File: src/shared/pel_pkg.sv
// Purpose: constants and carrier types for the per-quad port event latch bank
// Assumes: one quad of four ports, 8-bit registers on a byte-wide read port
// Notes:   register offsets are byte addresses on the serial register map
package pel_pkg;

  localparam int unsigned NUM_PORTS   = 4;
  localparam int unsigned NUM_GROUPS  = 4;

  // event registers; each read-only view is followed by its clear-on-read view
  localparam logic [7:0] POWER_CHANGE_EVENTS       = 8'h02;
  localparam logic [7:0] POWER_CHANGE_EVENTS_CLR   = 8'h03;
  localparam logic [7:0] PROBE_FINISH_EVENTS       = 8'h04;
  localparam logic [7:0] PROBE_FINISH_EVENTS_CLR   = 8'h05;
  localparam logic [7:0] DROP_OVERPOWER_EVENTS     = 8'h06;
  localparam logic [7:0] DROP_OVERPOWER_EVENTS_CLR = 8'h07;
  localparam logic [7:0] CURRENT_TRIP_EVENTS       = 8'h08;
  localparam logic [7:0] CURRENT_TRIP_EVENTS_CLR   = 8'h09;
  localparam logic [7:0] EVENT_BASE                = POWER_CHANGE_EVENTS;
  localparam logic [7:0] EVENT_LAST                = CURRENT_TRIP_EVENTS_CLR;

  // field positions inside each event register
  localparam int unsigned HI_FIELD_LSB = 4;
  localparam int unsigned LO_FIELD_LSB = 0;

  localparam logic [7:0] EVENT_RESET   = 8'h00;
  localparam logic [7:0] SUMMARY_RESET = 8'h00;
  localparam logic [7:0] READ_IDLE     = 8'h00;

  // summary register bit positions
  localparam int unsigned SUM_SWITCH_ON_CHANGE = 0;
  localparam int unsigned SUM_POWER_OK_CHANGE  = 1;
  localparam int unsigned SUM_DISCONNECT       = 2;
  localparam int unsigned SUM_DETECT_DONE      = 3;
  localparam int unsigned SUM_CLASS_DONE       = 4;
  localparam int unsigned SUM_POWER_FAULT      = 5;
  localparam int unsigned SUM_START_FAULT      = 6;
  localparam int unsigned SUM_SUPPLY           = 7;

  // signature_result codes
  localparam logic [3:0] SIGNATURE_UNKNOWN = 4'h0;
  localparam logic [3:0] VALID_SIGNATURE   = 4'h4;

  // one-cycle event pulses and results from the port state machines
  typedef struct packed {
    logic [3:0]      maintain_loss_drop;
    logic [3:0]      overpower_trip;
    logic [3:0]      overcurrent_trip;
    logic [3:0]      inrush_trip;
    logic [3:0]      class_update;
    logic [3:0]      detect_update;
    logic [3:0][3:0] signature_result;
  } pel_port_evt_type;

endpackage

File: src/rtl/pel_port_event_latches.sv
// Purpose: event latch bank of one quad, with read-only and clear-on-read views
// Assumes: port inputs come from logic on ref_clk; the serial interface
//          logic delivers one-cycle read strobes with a byte address
// Notes:   summary bits 6:0 follow the latches ORed with ext_summary, so clearing latches clears them unless ext_summary is set
//
// Behaviour
// RL1: power-ok change per port sets bits 7:4
// RL2: switch-on change per port sets bits 3:0
// RL3: set change bits raise matching summary bits
// RL4: lower address reads plainly, next address clears
// RL5: class result update sets bits 7:4, class summary
// RL6: signature result update sets bits 3:0
// RL7: change-only option sets detect bit on difference
// RL8: detect bits raise detection-finished summary bit
// RL9: class event only after valid signature result
// RL10: maintain-current loss while powered sets disconnect bit
// RL11: overpower cutoff while powered sets fault bit
// RL12: overcurrent timeout while powered sets fault bit
// RL13: inrush timeout before power-ok sets start fault
// RL14: alert low when masked summary bit set
// RL15: clear-on-read clears corresponding summary bits
// RL16: event bits latch until cleared, reset zero
// RL17: new event beats simultaneous clear-on-read
`timescale 1ns/10ps
`default_nettype none

module pel_port_event_latches (
  // clock and reset
  input  wire logic                      ref_clk,
  input  wire logic                      rstn,
  // port state machine status and events
  input  wire logic [3:0]                power_ok,
  input  wire logic [3:0]                switch_on,
  input  wire pel_pkg::pel_port_evt_type port_evt,
  // configuration and other clearing actions
  input  wire logic                      detect_change_only,
  input  wire logic [3:0]                port_clear,
  input  wire logic                      clear_all,
  // summary mask and summary bits owned by other blocks
  input  wire logic [7:0]                summary_mask,
  input  wire logic [7:0]                ext_summary,
  // register read port from the serial interface
  input  wire logic                      rd_strobe,
  input  wire logic [7:0]                rd_addr,
  output logic      [7:0]                rd_data,
  output logic                           rd_valid,
  // summary and alert
  output logic      [7:0]                event_summary,
  output logic                           alert_n
);
  import pel_pkg::*;

  logic [7:0] ev_q      [NUM_GROUPS];
  logic [7:0] next_ev   [NUM_GROUPS];
  logic [7:0] set_v     [NUM_GROUPS];
  logic [7:0] clr_v     [NUM_GROUPS];
  logic [3:0] pok_q;
  logic [3:0] son_q;
  logic [3:0] sig_q     [NUM_PORTS];
  logic [3:0] next_sig  [NUM_PORTS];
  logic [3:0] sig_valid;
  logic [3:0] det_set;
  logic [7:0] next_summary;
  logic [7:0] next_rd_data;
  logic       next_rd_valid;
  logic       next_alert_n;
  logic [7:0] port_clr_mask;

  // register address decode, shared by read data and clear logic
  function automatic logic in_event_map(input logic [7:0] a);
    return (a >= EVENT_BASE) && (a <= EVENT_LAST);
  endfunction

  function automatic logic [1:0] group_of(input logic [7:0] a);
    logic [7:0] d;
    d = a - EVENT_BASE;
    return d[2:1];
  endfunction

  function automatic logic is_clr_view(input logic [7:0] a);
    return in_event_map(a) && a[0];
  endfunction

  assign port_clr_mask = {port_clear, port_clear};

  // event sources
  always_comb begin
    for (int p = 0; p < NUM_PORTS; p++) begin
      sig_valid[p] = (port_evt.signature_result[p] == VALID_SIGNATURE);
      // repeated identical results are dropped in change-only mode
      det_set[p]   = port_evt.detect_update[p] &&
                     (!detect_change_only ||
                      (port_evt.signature_result[p] != sig_q[p])); // see RL7
      next_sig[p]  = port_evt.detect_update[p] ? port_evt.signature_result[p] : sig_q[p];
    end
    set_v[0] = {power_ok ^ pok_q,                                   // see RL1
                switch_on ^ son_q};                                 // see RL2
    set_v[1] = {port_evt.class_update & sig_valid,                  // see RL5 see RL9
                det_set};                                           // see RL6
    set_v[2] = {port_evt.maintain_loss_drop & pok_q,                // see RL10
                port_evt.overpower_trip & pok_q};                   // see RL11
    set_v[3] = {port_evt.overcurrent_trip & pok_q,                  // see RL12
                port_evt.inrush_trip & son_q & ~pok_q};             // see RL13
  end

  // latches: clear-on-read drops only the bits returned, new sets always win
  always_comb begin
    for (int g = 0; g < NUM_GROUPS; g++) begin
      clr_v[g] = port_clr_mask | {8{clear_all}};
      if (rd_strobe && is_clr_view(rd_addr) && (group_of(rd_addr) == g[1:0])) begin
        clr_v[g] = clr_v[g] | ev_q[g];                              // see RL4
      end
      next_ev[g] = (ev_q[g] & ~clr_v[g]) | set_v[g];                // see RL16 see RL17
    end
  end

  // summary follows the latches ORed with ext_summary, so a clear-on-read clears it unless ext_summary holds the bit
  always_comb begin
    next_summary = ext_summary;
    next_summary[SUM_SWITCH_ON_CHANGE] = ext_summary[SUM_SWITCH_ON_CHANGE] |
                                         (|next_ev[0][3:0]);       // see RL3
    next_summary[SUM_POWER_OK_CHANGE]  = ext_summary[SUM_POWER_OK_CHANGE] |
                                         (|next_ev[0][7:4]);       // see RL3 see RL15
    next_summary[SUM_CLASS_DONE]       = ext_summary[SUM_CLASS_DONE] |
                                         (|next_ev[1][7:4]);       // see RL5
    next_summary[SUM_DETECT_DONE]      = ext_summary[SUM_DETECT_DONE] |
                                         (|next_ev[1][3:0]);       // see RL8
    next_summary[SUM_DISCONNECT]       = ext_summary[SUM_DISCONNECT] |
                                         (|next_ev[2][7:4]);       // see RL10
    next_summary[SUM_POWER_FAULT]      = ext_summary[SUM_POWER_FAULT] |
                                         (|next_ev[2][3:0]) |       // see RL11
                                         (|next_ev[3][7:4]);       // see RL12
    next_summary[SUM_START_FAULT]      = ext_summary[SUM_START_FAULT] |
                                         (|next_ev[3][3:0]);       // see RL13
    // other quads pull their own alert; the board wires them together
    next_alert_n = ~|(next_summary & summary_mask);                 // see RL14
  end

  // read data, one cycle after the strobe; unmapped reads return zero
  always_comb begin
    next_rd_valid = rd_strobe;
    next_rd_data  = READ_IDLE;
    if (rd_strobe && in_event_map(rd_addr)) begin
      next_rd_data = ev_q[group_of(rd_addr)];                       // see RL4
    end
  end

  always_ff @(posedge ref_clk or negedge rstn) begin
    if (!rstn) begin
      for (int g = 0; g < NUM_GROUPS; g++) begin
        ev_q[g] <= EVENT_RESET;
      end
      for (int p = 0; p < NUM_PORTS; p++) begin
        sig_q[p] <= SIGNATURE_UNKNOWN;
      end
      pok_q         <= 4'h0;
      son_q         <= 4'h0;
      event_summary <= SUMMARY_RESET;
      alert_n       <= 1'b1;
      rd_data       <= READ_IDLE;
      rd_valid      <= 1'b0;
    end else begin
      for (int g = 0; g < NUM_GROUPS; g++) begin
        ev_q[g] <= next_ev[g];
      end
      for (int p = 0; p < NUM_PORTS; p++) begin
        sig_q[p] <= next_sig[p];
      end
      pok_q         <= power_ok;
      son_q         <= switch_on;
      event_summary <= next_summary;
      alert_n       <= next_alert_n;
      rd_data       <= next_rd_data;
      rd_valid      <= next_rd_valid;
    end
  end

  // checks
  property p_pok_change;
    @(posedge ref_clk) disable iff (!rstn)
      // the edge that lifts reset still finds the latches held in reset
      (rstn && (power_ok != pok_q)) |=> ((ev_q[0][7:4] & $past(power_ok ^ pok_q)) ==
                                         $past(power_ok ^ pok_q));
  endproperty
  a_pok_change: assert property (p_pok_change) // see RL1
    else $error("power-ok change not latched");

  property p_son_change;
    @(posedge ref_clk) disable iff (!rstn)
      (rstn && (switch_on != son_q)) |=> ((ev_q[0][3:0] & $past(switch_on ^ son_q)) ==
                                          $past(switch_on ^ son_q));
  endproperty
  a_son_change: assert property (p_son_change) // see RL2
    else $error("switch-on change not latched");

  property p_summary_pok;
    @(posedge ref_clk) disable iff (!rstn)
      (|ev_q[0][7:4]) |-> event_summary[SUM_POWER_OK_CHANGE];
  endproperty
  a_summary_pok: assert property (p_summary_pok) // see RL3
    else $error("power-ok summary bit missing");

  property p_plain_read_keeps;
    @(posedge ref_clk) disable iff (!rstn)
      (rd_strobe && in_event_map(rd_addr) && !rd_addr[0] && !clear_all &&
       (port_clear == 4'h0)) |=>
        (ev_q[group_of($past(rd_addr))] ==
         ($past(ev_q[group_of(rd_addr)]) | $past(set_v[group_of(rd_addr)]))) &&
        (rd_data == $past(ev_q[group_of(rd_addr)]));
  endproperty
  a_plain_read_keeps: assert property (p_plain_read_keeps) // see RL4
    else $error("read-only view disturbed latches");

  property p_clr_read;
    @(posedge ref_clk) disable iff (!rstn)
      (rd_strobe && is_clr_view(rd_addr)) |=>
        (rd_data == $past(ev_q[group_of(rd_addr)])) &&
        ((ev_q[group_of($past(rd_addr))] & $past(ev_q[group_of(rd_addr)]) &
          ~$past(set_v[group_of(rd_addr)])) == 8'h00);
  endproperty
  a_clr_read: assert property (p_clr_read) // see RL4
    else $error("clear-on-read left bits set");

  property p_set_wins;
    @(posedge ref_clk) disable iff (!rstn)
      (set_v[3] != 8'h00) |=> ((ev_q[3] & $past(set_v[3])) == $past(set_v[3]));
  endproperty
  a_set_wins: assert property (p_set_wins) // see RL17
    else $error("event lost against clear");

  property p_class_valid;
    @(posedge ref_clk) disable iff (!rstn)
      (port_evt.class_update != 4'h0) |=>
        ((ev_q[1][7:4] & ~$past(ev_q[1][7:4]) & ~$past(sig_valid)) == 4'h0);
  endproperty
  a_class_valid: assert property (p_class_valid) // see RL9
    else $error("class event without valid signature");

  property p_change_only;
    @(posedge ref_clk) disable iff (!rstn)
      (detect_change_only && port_evt.detect_update[0] && !ev_q[1][0] &&
       (port_evt.signature_result[0] == sig_q[0])) |=> !ev_q[1][0];
  endproperty
  a_change_only: assert property (p_change_only) // see RL7
    else $error("unchanged detection raised an event");

  property p_alert;
    @(posedge ref_clk) disable iff (!rstn)
      ##1 (!alert_n == |(event_summary & $past(summary_mask)));
  endproperty
  a_alert: assert property (p_alert) // see RL14
    else $error("alert does not match masked summary");

  property p_hold;
    @(posedge ref_clk) disable iff (!rstn)
      (ev_q[2] != 8'h00 && !rd_strobe && !clear_all && (port_clear == 4'h0))
        |=> ((ev_q[2] & $past(ev_q[2])) == $past(ev_q[2]));
  endproperty
  a_hold: assert property (p_hold) // see RL16
    else $error("latched event dropped without clear");

  property p_summary_probe;
    @(posedge ref_clk) disable iff (!rstn)
      ((|ev_q[1][7:4]) |-> event_summary[SUM_CLASS_DONE]) and
      ((|ev_q[1][3:0]) |-> event_summary[SUM_DETECT_DONE]);
  endproperty
  a_summary_probe: assert property (p_summary_probe) // see RL5 see RL8
    else $error("probe summary bit missing");

  property p_summary_fault;
    @(posedge ref_clk) disable iff (!rstn)
      ((|ev_q[2][7:4]) |-> event_summary[SUM_DISCONNECT]) and
      (((|ev_q[2][3:0]) || (|ev_q[3][7:4])) |-> event_summary[SUM_POWER_FAULT]) and
      ((|ev_q[3][3:0]) |-> event_summary[SUM_START_FAULT]);
  endproperty
  a_summary_fault: assert property (p_summary_fault) // see RL10 see RL11 see RL12 see RL13
    else $error("fault summary bit missing");

  property p_summary_clear;
    @(posedge ref_clk) disable iff (!rstn)
      (rd_strobe && (rd_addr == POWER_CHANGE_EVENTS_CLR) && (set_v[0] == 8'h00) &&
       !ext_summary[SUM_POWER_OK_CHANGE] && !ext_summary[SUM_SWITCH_ON_CHANGE]) |=>
        (!event_summary[SUM_POWER_OK_CHANGE] && !event_summary[SUM_SWITCH_ON_CHANGE]);
  endproperty
  a_summary_clear: assert property (p_summary_clear) // see RL15
    else $error("summary bit kept after clear-on-read");

  property p_detect_set;
    @(posedge ref_clk) disable iff (!rstn)
      (!detect_change_only && (port_evt.detect_update != 4'h0)) |=>
        ((ev_q[1][3:0] & $past(port_evt.detect_update)) == $past(port_evt.detect_update));
  endproperty
  a_detect_set: assert property (p_detect_set) // see RL6
    else $error("detection update not latched");

  property p_rd_latency;
    @(posedge ref_clk) disable iff (!rstn)
      rstn |=> (rd_valid == $past(rd_strobe));
  endproperty
  a_rd_latency: assert property (p_rd_latency) // see RL4
    else $error("read answer not one cycle after strobe");

  c_clr_read:   cover property (@(posedge ref_clk) disable iff (!rstn)
                  rd_strobe && is_clr_view(rd_addr) && (ev_q[group_of(rd_addr)] != 8'h00));
  c_set_clear:  cover property (@(posedge ref_clk) disable iff (!rstn)
                  rd_strobe && is_clr_view(rd_addr) && (set_v[group_of(rd_addr)] != 8'h00));
  c_alert:      cover property (@(posedge ref_clk) disable iff (!rstn)
                  $fell(alert_n));
  c_start_flt:  cover property (@(posedge ref_clk) disable iff (!rstn)
                  set_v[3][3:0] != 4'h0);
  c_chg_only:   cover property (@(posedge ref_clk) disable iff (!rstn)
                  detect_change_only && (port_evt.detect_update != 4'h0));

endmodule // pel_port_event_latches

`default_nettype wire

File: config.mk
export PLATFORM = sky130hd
export DESIGN_NAME = pel_port_event_latches
export DESIGN_NICKNAME = d
export VERILOG_FILES = /design/src/shared/pel_pkg.sv /design/src/rtl/pel_port_event_latches.sv
export SDC_FILE = /design/constraint.sdc
export NUM_CORES = 1
export LEC_CHECK = 0
export BUFFER_PORTS_ARGS = -buffer_cell sky130_fd_sc_hd__buf_2
export CAP_MARGIN = 15
export CORE_MARGIN = 4
export CORE_UTILIZATION = 50
export CTS_BUF_LIST = sky130_fd_sc_hd__clkbuf_4
export CTS_CLUSTER_SIZE = 25
export DETAILED_ROUTE_END_ITERATION = 8
export MAX_ROUTING_LAYER = met4
export PLACE_DENSITY = 0.78
export RECOVER_POWER = 25
export SLEW_MARGIN = 25
export SYNTH_ARGS = -nofsm -noshare
export SYNTH_HDL_FRONTEND = slang
export SYNTH_SLANG_ARGS = --single-unit
File: constraint.sdc
create_clock -name ref_clk -period 3.1 [get_ports ref_clk]
set_input_delay 0.31 -clock ref_clk [delete_from_list [all_inputs] [get_ports ref_clk]]
set_output_delay 0.31 -clock ref_clk [all_outputs]
set_load 0.01 [all_outputs]
## Word-level counts from Yosys, hierarchy flattened

Index checks and enable logic that the tools add are counted.

| word-level totals | value |
|---|---|
| bits in registers | 74 |
| input port bits | 81 |
| output and inout bits | 18 |
| logic and storage cells | 101 |

| cells by class | value |
|---|---|
| $add $sub $neg | 1 |
| order comparisons | 3 |
| equal/unequal tests | 11 |
| multiplexer cells | 8 |
| bitwise gates (word level) | 36 |
| reduce and logical (&&, ||, !) cells | 28 |

Operator list:

| operator | number |
|---|---|
| 8-bit bitwise OR | 9 |
| 8-bit two-way mux | 7 |
| 8-bit bitwise AND | 5 |
| 8-bit NOT | 4 |
| 4-bit OR reduction | 8 |
| 4-bit bitwise AND | 6 |
| 8-bit binary-select mux with 2-bit select | 1 |
| 4-bit by 3-bit == test with 1-bit output (second input constant) | 4 |
| 4-bit != test | 4 |
| 1-bit logical AND | 12 |
| 8-bit by 2-bit greater-or-equal comparator with 1-bit output (second input constant) | 1 |
| 8-bit by 4-bit <= comparator with 1-bit output (second input constant) | 1 |
| 1-bit bitwise OR | 8 |
| 8-bit OR reduction | 1 |
| 4-bit XOR | 2 |
| 2-bit == test (second input constant) | 2 |
| 1-bit logical OR | 4 |
| 4-bit NOT | 1 |
| 3-bit greater-or-equal comparator (second input constant) | 1 |
| 2-bit NOT with 3-bit output | 1 |
| 3-bit by 2-bit subtractor with 3-bit output (second input constant) | 1 |
| 2-bit by 1-bit == test with 1-bit output (second input constant) | 1 |
| 1-bit zero test | 2 |
| 2-bit zero test | 1 |

## Logic depth before layout (Yosys ltp)

| depth | value |
|---|---|
| depth in word-level cells | 15 |
| depth in mapped cells | 10 |
| gate-level depth less buffers | 9 |

## Worst setup path after synthesis

OpenSTA, ideal clock, no wires.

| timing | value |
|---|---|
| path type | input to register |
| from | input rd_addr[1] |
| to | register alert_n |
| library setup time | 0.063 ns |
| arrival | 2.427 ns |
| required time | 3.037 ns |
| setup slack | 0.610 ns |
| cell stages on the path | 10 |
| buffers on the path | 1 |
| path through | buf_6 inv_1 ha_1 and2_1 o2111ai_4 a31o_1 or3b_1 or4_4 a221oi_2 and4b_1 |

RTL lines:

| element | RTL line | source |
|---|---|---|
| start: declaration | pel_port_event_latches.sv:44 | `input wire logic [7:0] rd_addr,` |
| end signal: assignment | pel_port_event_latches.sv:172 | `alert_n <= next_alert_n;` |
| end: declaration | pel_port_event_latches.sv:49 | `output logic alert_n` |

==> summary.txt <==
Status
  – Result of the run: finished with violations
  – Violations in the final reports: capacitance limit, slew limit

Global routing
  – Global-route wire length before repair: 13.5 mm
  – Pin count of the biggest net entering global routing: 75
  – Remaining global-route overflow: 0
  – Total routing resource utilization after global routing: 21.7%
  – Met3 Track Usage GR: 3.83%
  – Vias in the first global route: 2,685
  – GRT Max-Usage Layer: met2
  – Initial antenna violation count: 0
  – Met1 track demand over resource: 26.7%
  – Met2 track demand over resource: 36.0%

Drt
  – Antenna-violating nets left: 0
  – Average detailed-routed wire length per instance: 18.7 µm
  – Via density: 5.73
  – Routed vias: 2,521
  – Final wirelength: 8.22 mm
  – Number of detailed-routing iterations run before antenna repair: 4
  – First DRT Iteration DRCs: 126
  – Residual DRC: 0

Placed design
  – Sum of net half-perimeters after detailed placement: 6.46 mm
  – PortBufs: 98
  – Number of cells in the design after placement: 419
  – Weighted congestion at the end of routability-driven global placement: 0.834
  – Area post-placement: 3970 µm²

Synthesis
  – Total of flip-flops plus latches after synthesis: 74
  – Proportion of synthesized area in mux cells: 11.5%
  – Post-synthesis sequential area ratio: 54.7%
  – Most repeated cell in the gate-level netlist after synthesis: sky130_fd_sc_hd__dfrtp_1
  – Yosys top cell area share: 53.9%
  – Synthesized area: 3390 µm²
  – Synth warn: 0
  – Combinational family with the most area after synthesis: compound AO/OA/AOI/OAI gates
  – Share of the synthesized area in compound gates (AO/OA/AOI/OAI): 12.9%
  – Post-synthesis xor/xnor area fraction: 6.20%
  – Number of distinct library cell variants in the gate-level netlist after synthesis: 52
  – Top post-synthesis cells by area: sky130_fd_sc_hd__dfrtp_1 (54%), sky130_fd_sc_hd__mux4_1 (6.2%), sky130_fd_sc_hd__mux2_2 (5.3%)
  – Syn Area/Cell: 13.8 µm²
  – Simple-gate portion of the synthesized area: 12.1%
  – Primary FF master, synth: sky130_fd_sc_hd__dfrtp_1
  – Nets in the synthesized netlist: 330
  – Number of enable flip-flop cells after synthesis: 0
  – Synthesized instance count: 245
  – Fraction of synthesis flops using an asynchronous set or reset pin: 100%
  – Post-synthesis adder-cell area fraction: 1.48%
  – Synth cell count leaders: sky130_fd_sc_hd__dfrtp_1 (73), sky130_fd_sc_hd__xor2_1 (18), sky130_fd_sc_hd__mux2_2 (16), sky130_fd_sc_hd__a32o_1 (15), sky130_fd_sc_hd__nand2_1 (12)
  – Dominant cell type by area after synthesis: sky130_fd_sc_hd__dfrtp_1

Clock network
  – Worst skew pair latency: 410 ps
  – Post-CTS Setup Bufs: 0
  – Clock root cell: sky130_fd_sc_hd__clkbuf_4
  – Maximum count of clock buffers along a single path: 2
  – Level count of the clock H-tree: 3
  – Number of instances resized during post-cts repair: 0
  – Cts bufs inserted: 9
  – Clock input transition at the sequential cells of the worst setup and hold paths: 120 ps
  – Clock tree from TritonCTS: done
  – Count of clock tree sinks: 74

STA
  – Headroom to the max-slew limit: -17.0%
  – Fmax: 375 MHz
  – Final critical delay including setup and external delays: 2670 ps
  – Final TNS setup: 0 ps
  – Unrepaired setup endpoints after global routing: false
  – Final period utilization: 86.0%
  – Worst setup skew after layout: 9.68 ps
  – Count of final max-slew check failures: 75
  – Setup violators final: 0
  – Count of endpoints failing hold in the final timing report: 0
  – Pin slew with the least headroom to its limit: 1760 ps

Die
  – Core box area: 6460 µm²
  – Top-level I/O count: 99
  – Vert. Die Dim: 90.3 µm
  – X dimension of the die: 90.3 µm
  – Area of the die: 8160 µm²
  – Standard-cell rows: 29
  – Initial cell density of the core: 52.5%

Min path
  – Class of the worst hold path: input pin to flop

Finish
  – Design area: 4140 µm²
  – # nets final: 443
  – Area delta synth->final: 22.2%
  – ANT cells: 0
  – Layout cell share with drive strength beyond 1: 39.9%
  – Filler-free cell count of the finished design: 440

Critical path
  – Critical path required time: 3470 ps
  – Crit path max fanout: 8
  – R2r setup slk: 940 ps
  – Nature of the critical path endpoint: flop
  – WS Path Type: input pin to flop
  – Arrival time at the worst endpoint: 3030 ps
  – Kind of start point of the critical path: input pin

Pwr
  – Switching fraction of total power: 26.8%
  – Static leakage: 1.92 nW
  – Combinational group share of total power: 14.7%
  – Power per cell area: 469 nW/µm²
  – Maximum vdd drop: 0.327 mV
  – Share of total power in sequential cells: 55.4%
  – Internal: 0.00142 W
  – Net switching power: 0.000520 W
  – Clock network power share: 29.9%

Run
  – Max-Cap Viols: 1
## power by group through the flow
stage / clock, W / sequential [W] / combinational [W]
3_5_place_dp: 0 / 0.00109 / 0.000285
6_report: 0.000580 / 0.00108 / 0.000285
4_1_cts: 0.000595 / 0.00107 / 0.000288
5_1_grt: 0.000640 / 0.00108 / 0.000316
3_3_place_gp: 0 / 0.00109 / 0.000277
2_1_floorplan: 0 / 0.00108 / 0.000157
## final cells by class
class | instances | area [µm²]
clock buffers | 9 | 67.6
clock inverters | 7 | 70.1
fillers | 511 | 2320
inverters | 2 | 7.51
multi-input cells | 165 | 1500
flip-flops and latches | 74 | 1850
well taps | 77 | 96.3
repair buffers | 106 | 548
## what timing repair did
item,CTS,global route
endpoints found under the hold margin,2,3
endpoints found under the setup margin,0,0
hold buffers,2,3
## metal layers
metal,share of wire (%),up-vias
met3,6.1,13
met4,1.8,0
met2,51,96
li1,-,1173
met1,41,1239
met5,0,-
## flip-flops by register name, indices dropped and copies added (netlist names)
name / count
rd_valid: 1
ev_q: 32
sig_q: 16
son_q: 4
rd_data: 8
pok_q: 4
alert_n: 1
event_summary: 8
## worst max-delay path, cell delays in order
cell and delay (ps):
sky130_fd_sc_hd__dlygate4sd3_1 520, sky130_fd_sc_hd__clkbuf_1 130, sky130_fd_sc_hd__and2b_1 240, sky130_fd_sc_hd__o211a_1 220
sky130_fd_sc_hd__nand3_1 270, sky130_fd_sc_hd__a32o_1 370, sky130_fd_sc_hd__or4_1 580, sky130_fd_sc_hd__o21ai_0 190
sky130_fd_sc_hd__and4b_1 200
## logic make-up (layout without fill, tap and decap cells)
| family | Yosys count | after routing |
|---|---|---|
| flip-flops | 74 | 74 |
| XOR/XNOR | 24 | 24 |
| adder cells (fa/ha/maj) | 4 | 4 |
| AND/OR/NAND/NOR | 66 | 66 |
| multiplexers | 24 | 24 |
| AO/OA/AOI/OAI | 47 | 47 |
| buffers and inverters | 6 | 124 |
## stage by stage
| step | hold slack (ps) | setup WS (ps) | total power, W | util, % |
|---|---|---|---|---|
| finish | 29.5 | 435 | 0.00194 | 64.1 |
| global route | 13.6 | 280 | 0.00204 | 64.1 |
| CTS | 0.957 | 778 | 0.00196 | 63.9 |
| detailed placement | 437 | 329 | 0.00138 | 61.4 |
| global placement | 429 | 367 | 0.00137 | 61.4 |
| floorplan | 14.4 | 610 | 0.00124 | - |
## worst paths after layout
kind	start	end	cells after the start
worst max-delay path	rd_strobe	alert_n$_DFF_PN1_	9
worst min-delay path	switch_on[0]	son_q[0]$_DFF_PN0_	1
worst max register to register	pok_q[1]$_DFF_PN0_	alert_n$_DFF_PN1_	6
worst min register to register	sig_q[13]$_DFFE_PN0P_	sig_q[13]$_DFFE_PN0P_	1
max in group asynchronous	rstn	pok_q[0]$_DFF_PN0_	2
min in group asynchronous	rstn	son_q[3]$_DFF_PN0_	2
## cells in the final DEF (no fill, tap or decap), types with 9 or more instances in the layout
cell	n
sky130_fd_sc_hd__a31o_2	10
sky130_fd_sc_hd__buf_2	88
sky130_fd_sc_hd__clkbuf_1	10
sky130_fd_sc_hd__clkbuf_4	9
sky130_fd_sc_hd__xor2_1	18
sky130_fd_sc_hd__a32o_1	15
sky130_fd_sc_hd__mux2_2	16
sky130_fd_sc_hd__nand2_1	12
sky130_fd_sc_hd__and2_1	11
sky130_fd_sc_hd__nand3_1	9
sky130_fd_sc_hd__dfrtp_1	73
(Power assumes the default switching activity.)
